File: src/include/dsm_regs.vh
// Register map, field positions and reset values of the signal modulator.
// Assumes an APB slave with 32-bit data; each 8-bit register takes a word.
`ifndef DSM_REGS_VH
`define DSM_REGS_VH

// -----------------------------------------------------------------------
// Register indices and address width
// -----------------------------------------------------------------------
`define DSM_IDX_CTRL_MAIN   12'h0f51
`define DSM_IDX_CARR_CTRL   12'h0f52
`define DSM_IDX_SRC_SEL     12'h0f53
`define DSM_IDX_CARRIER_LOW_SIGNAL_SEL    12'h0f54
`define DSM_IDX_CARRIER_HIGH_SIGNAL_SEL    12'h0f55
`define DSM_IDX_POWER       12'h0f60
`define DSM_ADDR_W          14

// -----------------------------------------------------------------------
// Field positions
// -----------------------------------------------------------------------
`define DSM_EN_BIT          7
`define DSM_OUT_BIT         5
`define DSM_OINV_BIT        4
`define DSM_SOFT_BIT        0
`define DSM_CHINV_BIT       5
`define DSM_CARRIER_HIGH_SYNC_ENABLE_BIT      4
`define DSM_CLINV_BIT       1
`define DSM_CARRIER_LOW_SYNC_ENABLE_BIT      0

// -----------------------------------------------------------------------
// Reset values and codes
// -----------------------------------------------------------------------
`define DSM_RST_BYTE        8'h00
`define DSM_SRC_SOFT        4'h1
`define DSM_CTRL_MASK       8'hb1
`define DSM_CARR_MASK       8'h33

`endif

File: src/logic/dsm_mod_src.v
// Sixteen-way modulator source selector; codes 14 and 15 read as low.
// Assumes the sources are synchronous to the register clock.
module dsm_mod_src (
    // Selection
    input  wire [3:0]  sel,
    input  wire [13:0] src,
    // Result
    output reg         y
);
    always @* begin
        if (sel > 4'hd) begin
            y = 1'b0;
        end else begin
            y = src[sel];
        end
    end
endmodule

File: src/logic/dsm_mux8.v
// Eight-way one-bit source selector for a carrier.
// Assumes the sources are synchronous to the register clock.
module dsm_mux8 (
    // Selection
    input  wire [2:0] sel,
    input  wire [7:0] src,
    // Result
    output wire       y
);
    assign y = src[sel];
endmodule

File: src/logic/dsm_top.v
// Data signal modulator: carrier selection, polarity, sync and mixing.
// Assumes APB access from software and all sources synchronous to pclk.
//
// Operation
// - Output is modulator AND the currently selected carrier, except while carrier-high sync holds carrier high after modulator falls.
// - Modulator high mixes carrier high; low mixes carrier low (code ANDs carrier low with the modulator, so modulator low never passes it).
// - Enable clear holds the pin low and keeps all selections.
// - Carrier invert bits invert the selected high and low carriers.
// - A software bit can serve as modulation source.
// - Output invert bit inverts the output; idle high when set.
// - Enable set mixes inputs; clear gives no output.
// - A status bit shows the present modulated output value.
// - Block keeps running in sleep if its sources keep running.
// - Any reset disables the block and clears all registers.
// - Power-down holds the block inactive; release leaves defaults.
// - Carrier-high sync waits for carrier high to be low before switching.
// - Carrier-low sync waits for carrier low to be low before switching.
// - Unsynchronised carriers switch at once; spurs may appear.
// - Carrier-high code picks pin, clocks, capture or pulse units.
// - Carrier-low code uses same encoding, own routed pin at 000.
// - Four-bit modulator code maps fourteen sources; 14 and 15 reserved.
`include "dsm_regs.vh"

module dsm_top (
    // APB
    input  wire        pclk,
    input  wire        presetn,
    input  wire        clk_en,
    input  wire        psel,
    input  wire        penable,
    input  wire        pwrite,
    input  wire [15:0] paddr,
    input  wire [31:0] pwdata,
    output reg  [31:0] prdata,
    output reg         pready,
    output reg         pslverr,
    // Power-down control
    input  wire        modulator_power_down,
    // Carrier sources
    input  wire        carrier_high_pin_route,
    input  wire        carrier_low_pin_route,
    input  wire        system_clock_source,
    input  wire        internal_fast_oscillator,
    input  wire        reference_clock_output,
    input  wire        capture_unit_one,
    input  wire        capture_unit_two,
    input  wire        pulse_unit_three,
    input  wire        pulse_unit_four,
    // Modulator sources
    input  wire        modulator_source_pin_route,
    input  wire        comparator_one,
    input  wire        comparator_two,
    input  wire [3:0]  async_serial_lines,
    input  wire        sync_serial_one,
    input  wire        sync_serial_two,
    // Modulated output
    output reg         modulated_output_pin
);

    // -------------------------------------------------------------------
    // Registers
    // -------------------------------------------------------------------
    reg  [7:0] ctrl_main_r;
    reg  [7:0] carr_ctrl_r;
    reg  [3:0] modulator_source_code_r;
    reg  [2:0] carrier_low_code_r;
    reg  [2:0] carrier_high_code_r;
    reg        pd_r;
    reg        use_high_r;
    reg        carrier_high_signal_d_r;
    reg        carrier_low_signal_d_r;

    wire       sel_raw_h;
    wire       sel_raw_l;
    wire       modulator_signal;
    wire       carrier_high_signal;
    wire       carrier_low_signal;
    wire       enable;
    wire       acc;
    wire       wr;
    wire       hit;
    wire [11:0] idx;
    reg        use_high_nxt;
    reg        mix;
    reg        out_nxt;

    assign enable = ctrl_main_r[`DSM_EN_BIT] & ~pd_r;
    assign acc    = psel & penable & clk_en;
    assign wr     = acc & pwrite & ~pd_r;
    assign idx    = paddr[`DSM_ADDR_W-1:2];
    assign hit    = (paddr[1:0] == 2'b00) && (paddr[15:`DSM_ADDR_W] == 2'b00);

    // -------------------------------------------------------------------
    // Source selection
    // -------------------------------------------------------------------
    dsm_mux8 u_carrier_high_signal (
        .sel (carrier_high_code_r),
        .src ({pulse_unit_four, pulse_unit_three, capture_unit_two,
               capture_unit_one, reference_clock_output,
               internal_fast_oscillator, system_clock_source,
               carrier_high_pin_route}),
        .y   (sel_raw_h)
    );

    dsm_mux8 u_carrier_low_signal (
        .sel (carrier_low_code_r),
        .src ({pulse_unit_four, pulse_unit_three, capture_unit_two,
               capture_unit_one, reference_clock_output,
               internal_fast_oscillator, system_clock_source,
               carrier_low_pin_route}),
        .y   (sel_raw_l)
    );

    // Soft bit sits at code 0001; other codes ignore it.
    dsm_mod_src u_mod (
        .sel (modulator_source_code_r),
        .src ({sync_serial_two, sync_serial_one, async_serial_lines,
               comparator_two, comparator_one, pulse_unit_four,
               pulse_unit_three, capture_unit_two, capture_unit_one,
               ctrl_main_r[`DSM_SOFT_BIT], modulator_source_pin_route}),
        .y   (modulator_signal)
    );

    // Polarity ahead of sync and mixing.
    assign carrier_high_signal = sel_raw_h
                               ^ carr_ctrl_r[`DSM_CHINV_BIT];
    assign carrier_low_signal  = sel_raw_l
                               ^ carr_ctrl_r[`DSM_CLINV_BIT];

    // -------------------------------------------------------------------
    // Carrier switching and mixing
    // -------------------------------------------------------------------
    always @* begin
        use_high_nxt = use_high_r;
        if (modulator_signal && !use_high_r) begin
            // Switch to high waits for carrier low to be low when synced.
            if (!carr_ctrl_r[`DSM_CARRIER_LOW_SYNC_ENABLE_BIT] ||
                (carrier_low_signal_d_r && !carrier_low_signal) ||
                !carrier_low_signal) begin
                use_high_nxt = 1'b1;
            end
        end else if (!modulator_signal && use_high_r) begin
            if (!carr_ctrl_r[`DSM_CARRIER_HIGH_SYNC_ENABLE_BIT] ||
                !carrier_high_signal) begin
                use_high_nxt = 1'b0;
            end
        end
        // Unsynchronised switching is immediate.
        if (use_high_nxt) begin
            mix = carrier_high_signal;
        end else begin
            mix = carrier_low_signal;
        end
        if (!carr_ctrl_r[`DSM_CARRIER_HIGH_SYNC_ENABLE_BIT] &&
            !carr_ctrl_r[`DSM_CARRIER_LOW_SYNC_ENABLE_BIT]) begin
            mix = mix & modulator_signal;
        end else if (use_high_nxt) begin
            mix = mix & (modulator_signal | use_high_r);
        end else begin
            mix = mix & modulator_signal;
        end
        if (enable) begin
            out_nxt = mix ^ ctrl_main_r[`DSM_OINV_BIT];
        end else begin
            out_nxt = 1'b0;
        end
    end

    always @(posedge pclk or negedge presetn) begin
        if (!presetn) begin
            use_high_r           <= 1'b0;
            carrier_high_signal_d_r             <= 1'b0;
            carrier_low_signal_d_r             <= 1'b0;
            modulated_output_pin <= 1'b0;
        end else if (clk_en) begin
            // Runs on pclk gated only by clk_en, so sleep does not stop it.
            use_high_r           <= use_high_nxt & enable;
            carrier_high_signal_d_r             <= carrier_high_signal;
            carrier_low_signal_d_r             <= carrier_low_signal;
            modulated_output_pin <= out_nxt;
        end
    end

    // -------------------------------------------------------------------
    // Register file
    // -------------------------------------------------------------------
    always @(posedge pclk or negedge presetn) begin
        if (!presetn) begin
            ctrl_main_r             <= `DSM_RST_BYTE;
            carr_ctrl_r             <= `DSM_RST_BYTE;
            modulator_source_code_r <= 4'h0;
            carrier_low_code_r      <= 3'h0;
            carrier_high_code_r     <= 3'h0;
            pd_r                    <= 1'b0;
        end else if (clk_en) begin
            pd_r <= modulator_power_down;
            if (pd_r) begin
                ctrl_main_r             <= `DSM_RST_BYTE;
                carr_ctrl_r             <= `DSM_RST_BYTE;
                modulator_source_code_r <= 4'h0;
                carrier_low_code_r      <= 3'h0;
                carrier_high_code_r     <= 3'h0;
            end else if (wr && hit) begin
                case (idx)
                    `DSM_IDX_CTRL_MAIN: begin
                        ctrl_main_r <= pwdata[7:0] & `DSM_CTRL_MASK
                                       & ~(8'h01 << `DSM_OUT_BIT);
                    end
                    `DSM_IDX_CARR_CTRL: begin
                        carr_ctrl_r <= pwdata[7:0] & `DSM_CARR_MASK;
                    end
                    `DSM_IDX_SRC_SEL: begin
                        modulator_source_code_r <= pwdata[3:0];
                    end
                    `DSM_IDX_CARRIER_LOW_SIGNAL_SEL: begin
                        carrier_low_code_r <= pwdata[2:0];
                    end
                    `DSM_IDX_CARRIER_HIGH_SIGNAL_SEL: begin
                        carrier_high_code_r <= pwdata[2:0];
                    end
                    default: begin
                        ctrl_main_r <= ctrl_main_r;
                    end
                endcase
            end
        end
    end

    // -------------------------------------------------------------------
    // APB answer
    // -------------------------------------------------------------------
    always @(posedge pclk or negedge presetn) begin
        if (!presetn) begin
            prdata  <= 32'h0000_0000;
            pready  <= 1'b0;
            pslverr <= 1'b0;
        end else if (clk_en) begin
            pready  <= psel & ~penable;
            pslverr <= 1'b0;
            prdata  <= 32'h0000_0000;
            if (psel && !penable) begin
                if (!hit) begin
                    pslverr <= 1'b1;
                end else begin
                    case (idx)
                        `DSM_IDX_CTRL_MAIN: begin
                            prdata[7:0] <= ctrl_main_r |
                                ({7'h00, modulated_output_pin}
                                 << `DSM_OUT_BIT);
                        end
                        `DSM_IDX_CARR_CTRL: begin
                            prdata[7:0] <= carr_ctrl_r;
                        end
                        `DSM_IDX_SRC_SEL: begin
                            prdata[3:0] <= modulator_source_code_r;
                        end
                        `DSM_IDX_CARRIER_LOW_SIGNAL_SEL: begin
                            prdata[2:0] <= carrier_low_code_r;
                        end
                        `DSM_IDX_CARRIER_HIGH_SIGNAL_SEL: begin
                            prdata[2:0] <= carrier_high_code_r;
                        end
                        default: begin
                            pslverr <= 1'b1;
                        end
                    endcase
                end
            end
        end
    end

endmodule

File: config.mk
export PLATFORM = sky130hd
export DESIGN_NAME = dsm_top
export DESIGN_NICKNAME = d
export VERILOG_FILES = /design/src/logic/dsm_mod_src.v /design/src/logic/dsm_mux8.v /design/src/logic/dsm_top.v
export VERILOG_INCLUDE_DIRS = /design/src /design/src/include
export SDC_FILE = /design/constraint.sdc
export NUM_CORES = 1
export LEC_CHECK = 0
export ABC_AREA = 1
export BUFFER_PORTS_ARGS = -buffer_cell sky130_fd_sc_hd__clkbuf_2
export CORE_ASPECT_RATIO = 1.5
export CORE_MARGIN = 2
export CORE_UTILIZATION = 30
export CTS_CLUSTER_SIZE = 14
export DETAILED_ROUTE_END_ITERATION = 8
export PLACE_DENSITY = 0.57
export RECOVER_POWER = 100
export SLEW_MARGIN = 20
export SYNTH_ARGS = -nofsm -noshare
export SYNTH_HDL_FRONTEND = slang
export SYNTH_SLANG_ARGS = --single-unit
File: constraint.sdc
create_clock -name pclk -period 2.6 [get_ports pclk]
set_input_delay 0.26 -clock pclk [delete_from_list [all_inputs] [get_ports pclk]]
set_output_delay 0.26 -clock pclk [all_outputs]
set_load 0.1 [all_outputs]
==> results of run 1 <==
==> routing by layer <==
metal | vias to the layer above | routed length [um]
met4 | 0 | 93
met1 | 864 | 2028
met3 | 9 | 261
met5 | - | 0
met2 | 62 | 2687
li1 | 986 | -
==> path summary, 6_finish.rpt <==
check | startpoint | end | slack (ns)
max | pd_r | modulator_source_code_r[3] | 0.79
min | modulator_power_down | pd_r | 0.20
max reg2reg | pd_r | modulator_source_code_r[3] | 0.79
min reg2reg | prdata[0] | prdata[0] | 0.48
max in group asynchronous | presetn | pslverr | 1.36
min in group asynchronous | presetn | carrier_low_code_r[1] | 0.34
==> metrics by stage <==
stage               area (um2)  setup slack [ns]
floorplan                 2082             1.167
global placement          2251            0.9061
detailed placement        2251            0.8773
CTS                       2337            0.8555
global route              2307            0.4637
finish                    2307            0.7859
==> flip-flops by register name, indices dropped and copies added, names as in the netlist <==
register	count
carr_ctrl_r	4
carrier_high_code_r	3
carrier_low_code_r	3
ctrl_main_r	3
modulated_output_pin	1
modulator_source_code_r	4
pd_r	1
prdata	7
pready	1
pslverr	1
use_high_r	1
==> area by class of cell <==
cell class                      count  area (um2)
Fill cell                         727        4134
Multi-Input combinational cell    208       980.9
Sequential cell                    29       725.7
Timing Repair Buffer               57       269.0
Inverter                           40       150.1
Tap cell                           76       95.09
Clock buffer                        5       68.82
Clock inverter                      3       17.52
==> synthesized netlist by cell type (5+ instances only) <==
cell     instances
nand3_1         26
nand3_2          5
nor2_1           9
buf_4           25
dfrtp_1         29
inv_2            5
nand2_1         77
o21ai_0         21
inv_1           35
nand2_2          6
nand4_1          5
o21ai_1          6
==> cell families (layout without fill, tap and decap cells) <==
| logic type | after synthesis | count (layout) | share of synthesized area [%] |
|---|---|---|---|
| and+or+nand+nor | 138 | 138 | 31.85 |
| buffers and inverters | 69 | 105 | 18.15 |
| AOI/OAI and AO/OA | 45 | 45 | 13.38 |
| DFF | 29 | 29 | 36.43 |
| other | 1 | 25 | 0.1883 |
==> tightest hold or removal path: cells and delay by family <==
kind / cells / cell delay [ns]
buffers and inverters: 1 / 0.08
AOI/OAI and AO/OA: 1 / 0.06
and+or+nand+nor: 1 / 0.04
==> power by group through the flow <==
stage	sequential (mW)	combinational, mW	clock (mW)
2_1_floorplan	0.610	0.500	0
3_3_place_gp	0.611	0.591	0
3_5_place_dp	0.612	0.603	0
4_1_cts	0.604	0.604	0.367
5_1_grt	0.615	0.663	0.382
6_report	0.604	0.589	0.354
==> flow_metrics.py, run 1 <==
metrics = {
    "yosys": {
        "synth_area_leaders": "dfrtp_1 36%, nand2_1 15%, buf_4 9.4%, inv_1 6.6%, nand3_1 6.5%",
        "netlist_area_um2": 1992,
        "synth_area_per_cell_um2": 7.064,
        "synth_top_area_share_pct": 36.43,
        "synth_edf_count": 0,
        "yosysWarnings": 0,
        "yosys.area.top_type": "dfrtp_1",
        "synthDistinctLibCells": 30,
        "synth_cells": 282,
        "seq_area_frac_synth_pct": 36.43,
        "ys_ff_latch": 29,
        "yosys_most_used_dff": "dfrtp_1",
        "async_reset_ff_share_pct": 100.0,
    },
    "drt": {
        "routed_via_density": 4.596,
        "routed_wirelength_um": 5069,
        "drt_iter0_drc": 108,
        "vias": 1921,
        "postRouteAntennaNets": 0,
        "route.detailed.wl_per_inst_um": 12.13,
        "drc": 0,
        "dr.pass1.iters": 4,
    },
    "cells_and_area": {
        "final_cells": 418,
        "area_growth_syn_to_layout_pct": 15.83,
        "final_common_cell": "nand2_1",
        "final_nets": 414,
        "final_cell_mix": "78 x nand2_1, 44 x clkbuf_2, 36 x inv_1",
        "fin_util_pct": 35.82,
        "diodes": 0,
        "layout-drive-gt1-share_pct": 20.18,
    },
    "critical_path": {
        "ff2ff_path_depth": 6,
        "cp_num_buf_inv": 2,
        "cpLargestDelayFamily": "compound AO/OA/AOI/OAI gates",
        "critPathKind": "flop to flop",
        "path_cells": "inv_1 > o21ai_0 > nand2_1 > inv_1 > o21ai_0 > o21ai_0",
        "cp_num_cells": 6,
        "required_ns": 2.72,
        "crit_path_start_kind": "flop",
        "worst-path-max-fanout": 13,
        "cp_data_arrival_time_ns": 1.93,
        "cpMostUsedCell": "o21ai_0",
        "cpMaxStageDelayCell": "dfrtp_1",
        "critPathMaxStageDelay_ns": 0.41,
        "crit_path_end_kind": "flop",
    },
    "global_route": {
        "grt_util_met3_pct": 2.821,
        "grt_max_degree": 30,
        "antenna_found_initial": 0,
        "grtUsageMet1_pct": 16.59,
        "top_usage_layer": "met2",
        "grt_pass1_wl_um": 8838,
        "gr-total-overflow": 0,
        "use_met2_pct": 27.90,
        "grt_pass1_vias": 1976,
        "grt_usage_pct": 14.95,
    },
    "power": {
        "total_power_mw": 1.547,
        "p_switching_uw": 691.0,
        "ir_drop_mv": 0.2180,
        "p_sw_share_pct": 44.67,
        "clkPwrFrac_pct": 22.9,
        "p_leak_nw": 1.218,
        "p_seq_share_pct": 39.0,
        "combPwrFrac_pct": 38.1,
        "p_int_uw": 855.7,
        "power_density_nw_per_um2": 670.4,
    },
    "clock_network": {
        "cts_buffer_depth": 2,
        "cts_tree": "yes",
        "hold_buffers": 0,
        "cts_setup_buffers": 0,
        "path_clk_slew_ns": 0.06,
        "root_buffer": "clkbuf_8",
        "cts_max_level": 2,
        "clock_latency_ns": 0.28,
        "cts_buffers": 5,
        "post_cts_resized": 0,
        "cts_num_sinks": 29,
    },
    "sta": {
        "rsz0062_at_grt": "no",
        "slew-limit-headroom_pct": -1.565,
        "finalHoldViolCount": 0,
        "period_minus_slack_ns": 1.814,
        "fin_crit_sh_pct": 69.77,
        "drv_slew": 30,
        "tightest_slew_ns": 1.523,
        "finClkSkew_ns": 0.004541,
        "setup_viol": 0,
        "setup_tns_ns": 0,
        "fmax_ghz": 0.5512,
        "holdWs_ns": 0.2009,
    },
    "placed_design": {
        "place_inst": 410,
        "gp_congestion": 0.8322,
        "portBuffers": 57,
        "dpl.hpwl_um": 4158,
    },
    "die": {
        "fp.dieW_um": 70.53,
        "placeableCoreArea_um2": 6441,
        "dieArea_um2": 7321,
        "num_io_pins": 108,
        "die_h_um": 103.8,
        "rows": 36,
        "start_util_pct": 30.92,
    },
    "outcome": {
        "status": "finished with violations",
        "violations": "max-capacitance violations, max-slew violations",
    },
    "worst_hold_path": {
        "hold_depth": 3,
        "hold_path_class": "primary input to flop",
    },
    "job": {
        "cap_viol_max_count": 1,
    },
}
Power figures use the tool's default switching activity.
==> inputs of run 2 (changes only) <==
Settings changed: ABC_AREA 1 to 0, PLACE_DENSITY 0.57 to 0.59.
Clock period 2.6 ns to 1.5 ns, I/O delays scaled along.
==> flow_metrics.py, run 2 <==
metrics = {
    "sta": {
        "tightest_slew_ns": 0.7527,
        "finClkSkew_ns": 0.001263,
        "rsz0062_at_grt": "yes",
        "slew-limit-headroom_pct": 49.82,
        "finalHoldViolCount": 0,
        "setup_viol": 2,
        "fin_crit_sh_pct": 141.1,
        "drv_slew": 0,
        "setup_ws_ns": -0.6162,
        "period_minus_slack_ns": 2.116,
        "fmax_ghz": 0.4725,
    },
    "global_route": {
        "antenna_found_initial": 0,
        "grt_pass1_wl_um": 8017,
        "grt_max_degree": 30,
        "grt_pass1_vias": 1722,
        "grt_usage_pct": 15.72,
        "gr-total-overflow": 0,
    },
    "critical_path": {
        "critPathKind": "flop to flop",
        "cpMaxStageDelayCell": "mux4_2",
        "required_ns": 1.68,
        "cp_data_arrival_time_ns": 2.29,
        "path_cells": "mux4_2 > mux2i_2 > mux2_4 > a221oi_2 > o21ai_1 > a41o_1",
        "cpLargestDelayFamily": "multiplexers",
        "crit_path_start_kind": "flop",
        "crit_path_end_kind": "flop",
        "cp_num_buf_inv": 0,
        "critPathMaxStageDelay_ns": 0.52,
        "worst-path-max-fanout": 3,
    },
    "cells_and_area": {
        "multi_input_area_um2": 1032,
        "top_register": "prdata",
        "area_growth_syn_to_layout_pct": 35.14,
        "reg_top3": "prdata x7, carr_ctrl_r x4, modulator_source_code_r x4",
        "fin_util_pct": 41.76,
        "final_cell_mix": "58 x clkbuf_2, 35 x buf_4, 29 x dfrtp_1",
        "largest_reg_flops": 7,
        "final.fill_count": 622,
        "diodes": 0,
        "area.sequential_um2": 725.7,
        "layout-drive-gt1-share_pct": 41.70,
        "final_common_cell": "clkbuf_2",
        "final_nets": 355,
        "fin_area_um2": 2560,
    },
    "placed_design": {
        "dpl.hpwl_um": 4187,
        "portBuffers": 57,
        "gp_congestion": 0.8113,
        "place_area_um2": 2425,
    },
    "outcome": {
        "violations": "negative setup slack",
        "status": "finished with violations",
    },
    "yosys": {
        "async_reset_ff_share_pct": 100.0,
        "synth_top_area_share_pct": 38.31,
        "yosys.area.top_type": "dfrtp_1",
        "synth_common_cells": "29 x dfrtp_1, 25 x buf_4, 13 x o21ai_0",
        "synthDistinctLibCells": 43,
        "yosysWarnings": 0,
        "ys_ff_latch": 29,
        "netlist_area_um2": 1894,
        "synth_area_per_cell_um2": 10.18,
        "synth_cells": 186,
        "synth_area_leaders": "dfrtp_1 38%, buf_4 9.9%, mux2i_1 5.3%, mux4_1 4.2%, a22o_1 3.7%",
        "yosys_most_used_dff": "dfrtp_1",
        "synth_edf_count": 0,
        "seq_area_frac_synth_pct": 38.31,
        "synth_most_common_cell": "dfrtp_1",
    },
    "die": {
        "fp.dieW_um": 68.88,
        "dieArea_um2": 6979,
        "placeableCoreArea_um2": 6131,
        "rows": 35,
        "start_util_pct": 30.90,
        "num_io_pins": 108,
        "die_h_um": 101.3,
    },
    "power": {
        "power_density_nw_per_um2": 970.5,
        "ir_drop_mv": 0.4425,
        "p_leak_nw": 1.244,
        "total_power_mw": 2.484,
    },
    "job": {
        "cap_viol_max_count": 0,
    },
    "clock_network": {
        "cts_tree": "yes",
        "cts_buffers": 5,
        "path_clk_slew_ns": 0.06,
        "cts_buffer_depth": 2,
        "clock_latency_ns": 0.28,
        "cts_num_sinks": 29,
        "root_buffer": "clkbuf_8",
        "cts_max_level": 2,
    },
    "drt": {
        "route.detailed.wl_per_inst_um": 14.34,
        "dr.pass1.iters": 4,
        "drc": 0,
        "routed_wirelength_um": 5121,
        "vias": 1733,
        "postRouteAntennaNets": 0,
        "routed_via_density": 4.854,
        "drt_iter0_drc": 89,
    },
    "worst_hold_path": {
        "hold_path_class": "primary input to flop",
    },
}
## run 2: worst register-to-register path: cells and delay by family, from the launching register on
family	cells	cell delay, ns
multiplexers	3	1.04
AO/OA/AOI/OAI	3	0.56
flip-flops	1	0.40
## run 2: final cells by class
type                       instances  share of cell area, %
clock buffer                       7                  3.372
clock inverter                     1                  1.173
inverter                           8                  1.173
multi-input combinational        144                  40.32
sequential                        29                  28.35
tap                               74                  3.617
timing repair buffer              94                  21.99
## run 2: stage by stage
step / hold slack (ns) / TNS, ns / cells / setup slack (ns)
global route: 0.1103 / -1.185 / 357 / -0.7302
finish: 0.09910 / -0.9428 / 357 / -0.6162
global placement: 0.1867 / -5.094 / 348 / -0.5600
CTS: 0.09860 / -0.9932 / 357 / -0.6229
detailed placement: 0.1840 / -5.387 / 348 / -0.6133
floorplan: -0.1456 / -1.043 / 210 / -0.5275
## run 2: timing repair
action | in CTS | in global routing
hold buffers | 1 | 0
endpoints found under the setup margin | 11 | 17
pin swaps | 0 | 4
gates resized for setup | 3 | 4
setup buffers | 0 | 1
cloned | 0 | 0
endpoints found under the hold margin | 29 | 0
## run 2: final timing paths
| path | startpoint | endpoint | slack [ns] | cells past startpoint |
|---|---|---|---|---|
| worst max-delay path | carrier_low_code_r[0] | modulated_output_pin | -0.62 | 6 |
| worst min-delay path | pwdata[3] | modulator_source_code_r[3] | 0.1 | 2 |
| worst max register to register | carrier_low_code_r[0] | modulated_output_pin | -0.62 | 6 |
| worst min register to register | prdata[1] | prdata[1] | 0.49 | 1 |
| max in group asynchronous | presetn | modulator_source_code_r[2] | 0.47 | 3 |
| min in group asynchronous | presetn | prdata[5] | 0.55 | 3 |
## run 2: routing by layer
| metal | wire length (um) | up-vias | GRT usage (%) |
|---|---|---|---|
| met5 | 0 | - | 0 |
| met4 | 120 | 0 | 6.787 |
| met3 | 191 | 8 | 3.000 |
| met2 | 2953 | 43 | 29.29 |
| met1 | 1855 | 841 | 16.45 |
| li1 | - | 841 | - |
## run 2: power by group
part	leakage (nW)	internal, mW	switching (mW)
Clock	0.0585	0.541	0.303
Combinational	0.793	0.214	0.537
Sequential	0.392	0.839	0.0507
## run 2: logic make-up (layout without fill, tap and decap cells)
family / count (synthesis) / after routing / share of synthesized area (%)
other: 1 / 25 / 0.1980
flip-flops: 29 / 29 / 38.31
multiplexers: 19 / 19 / 15.13
AO/OA/AOI/OAI: 47 / 47 / 18.49
buffers and inverters: 37 / 110 / 12.29
XOR/XNOR: 1 / 1 / 0.4624
AND/OR/NAND/NOR: 52 / 52 / 15.13
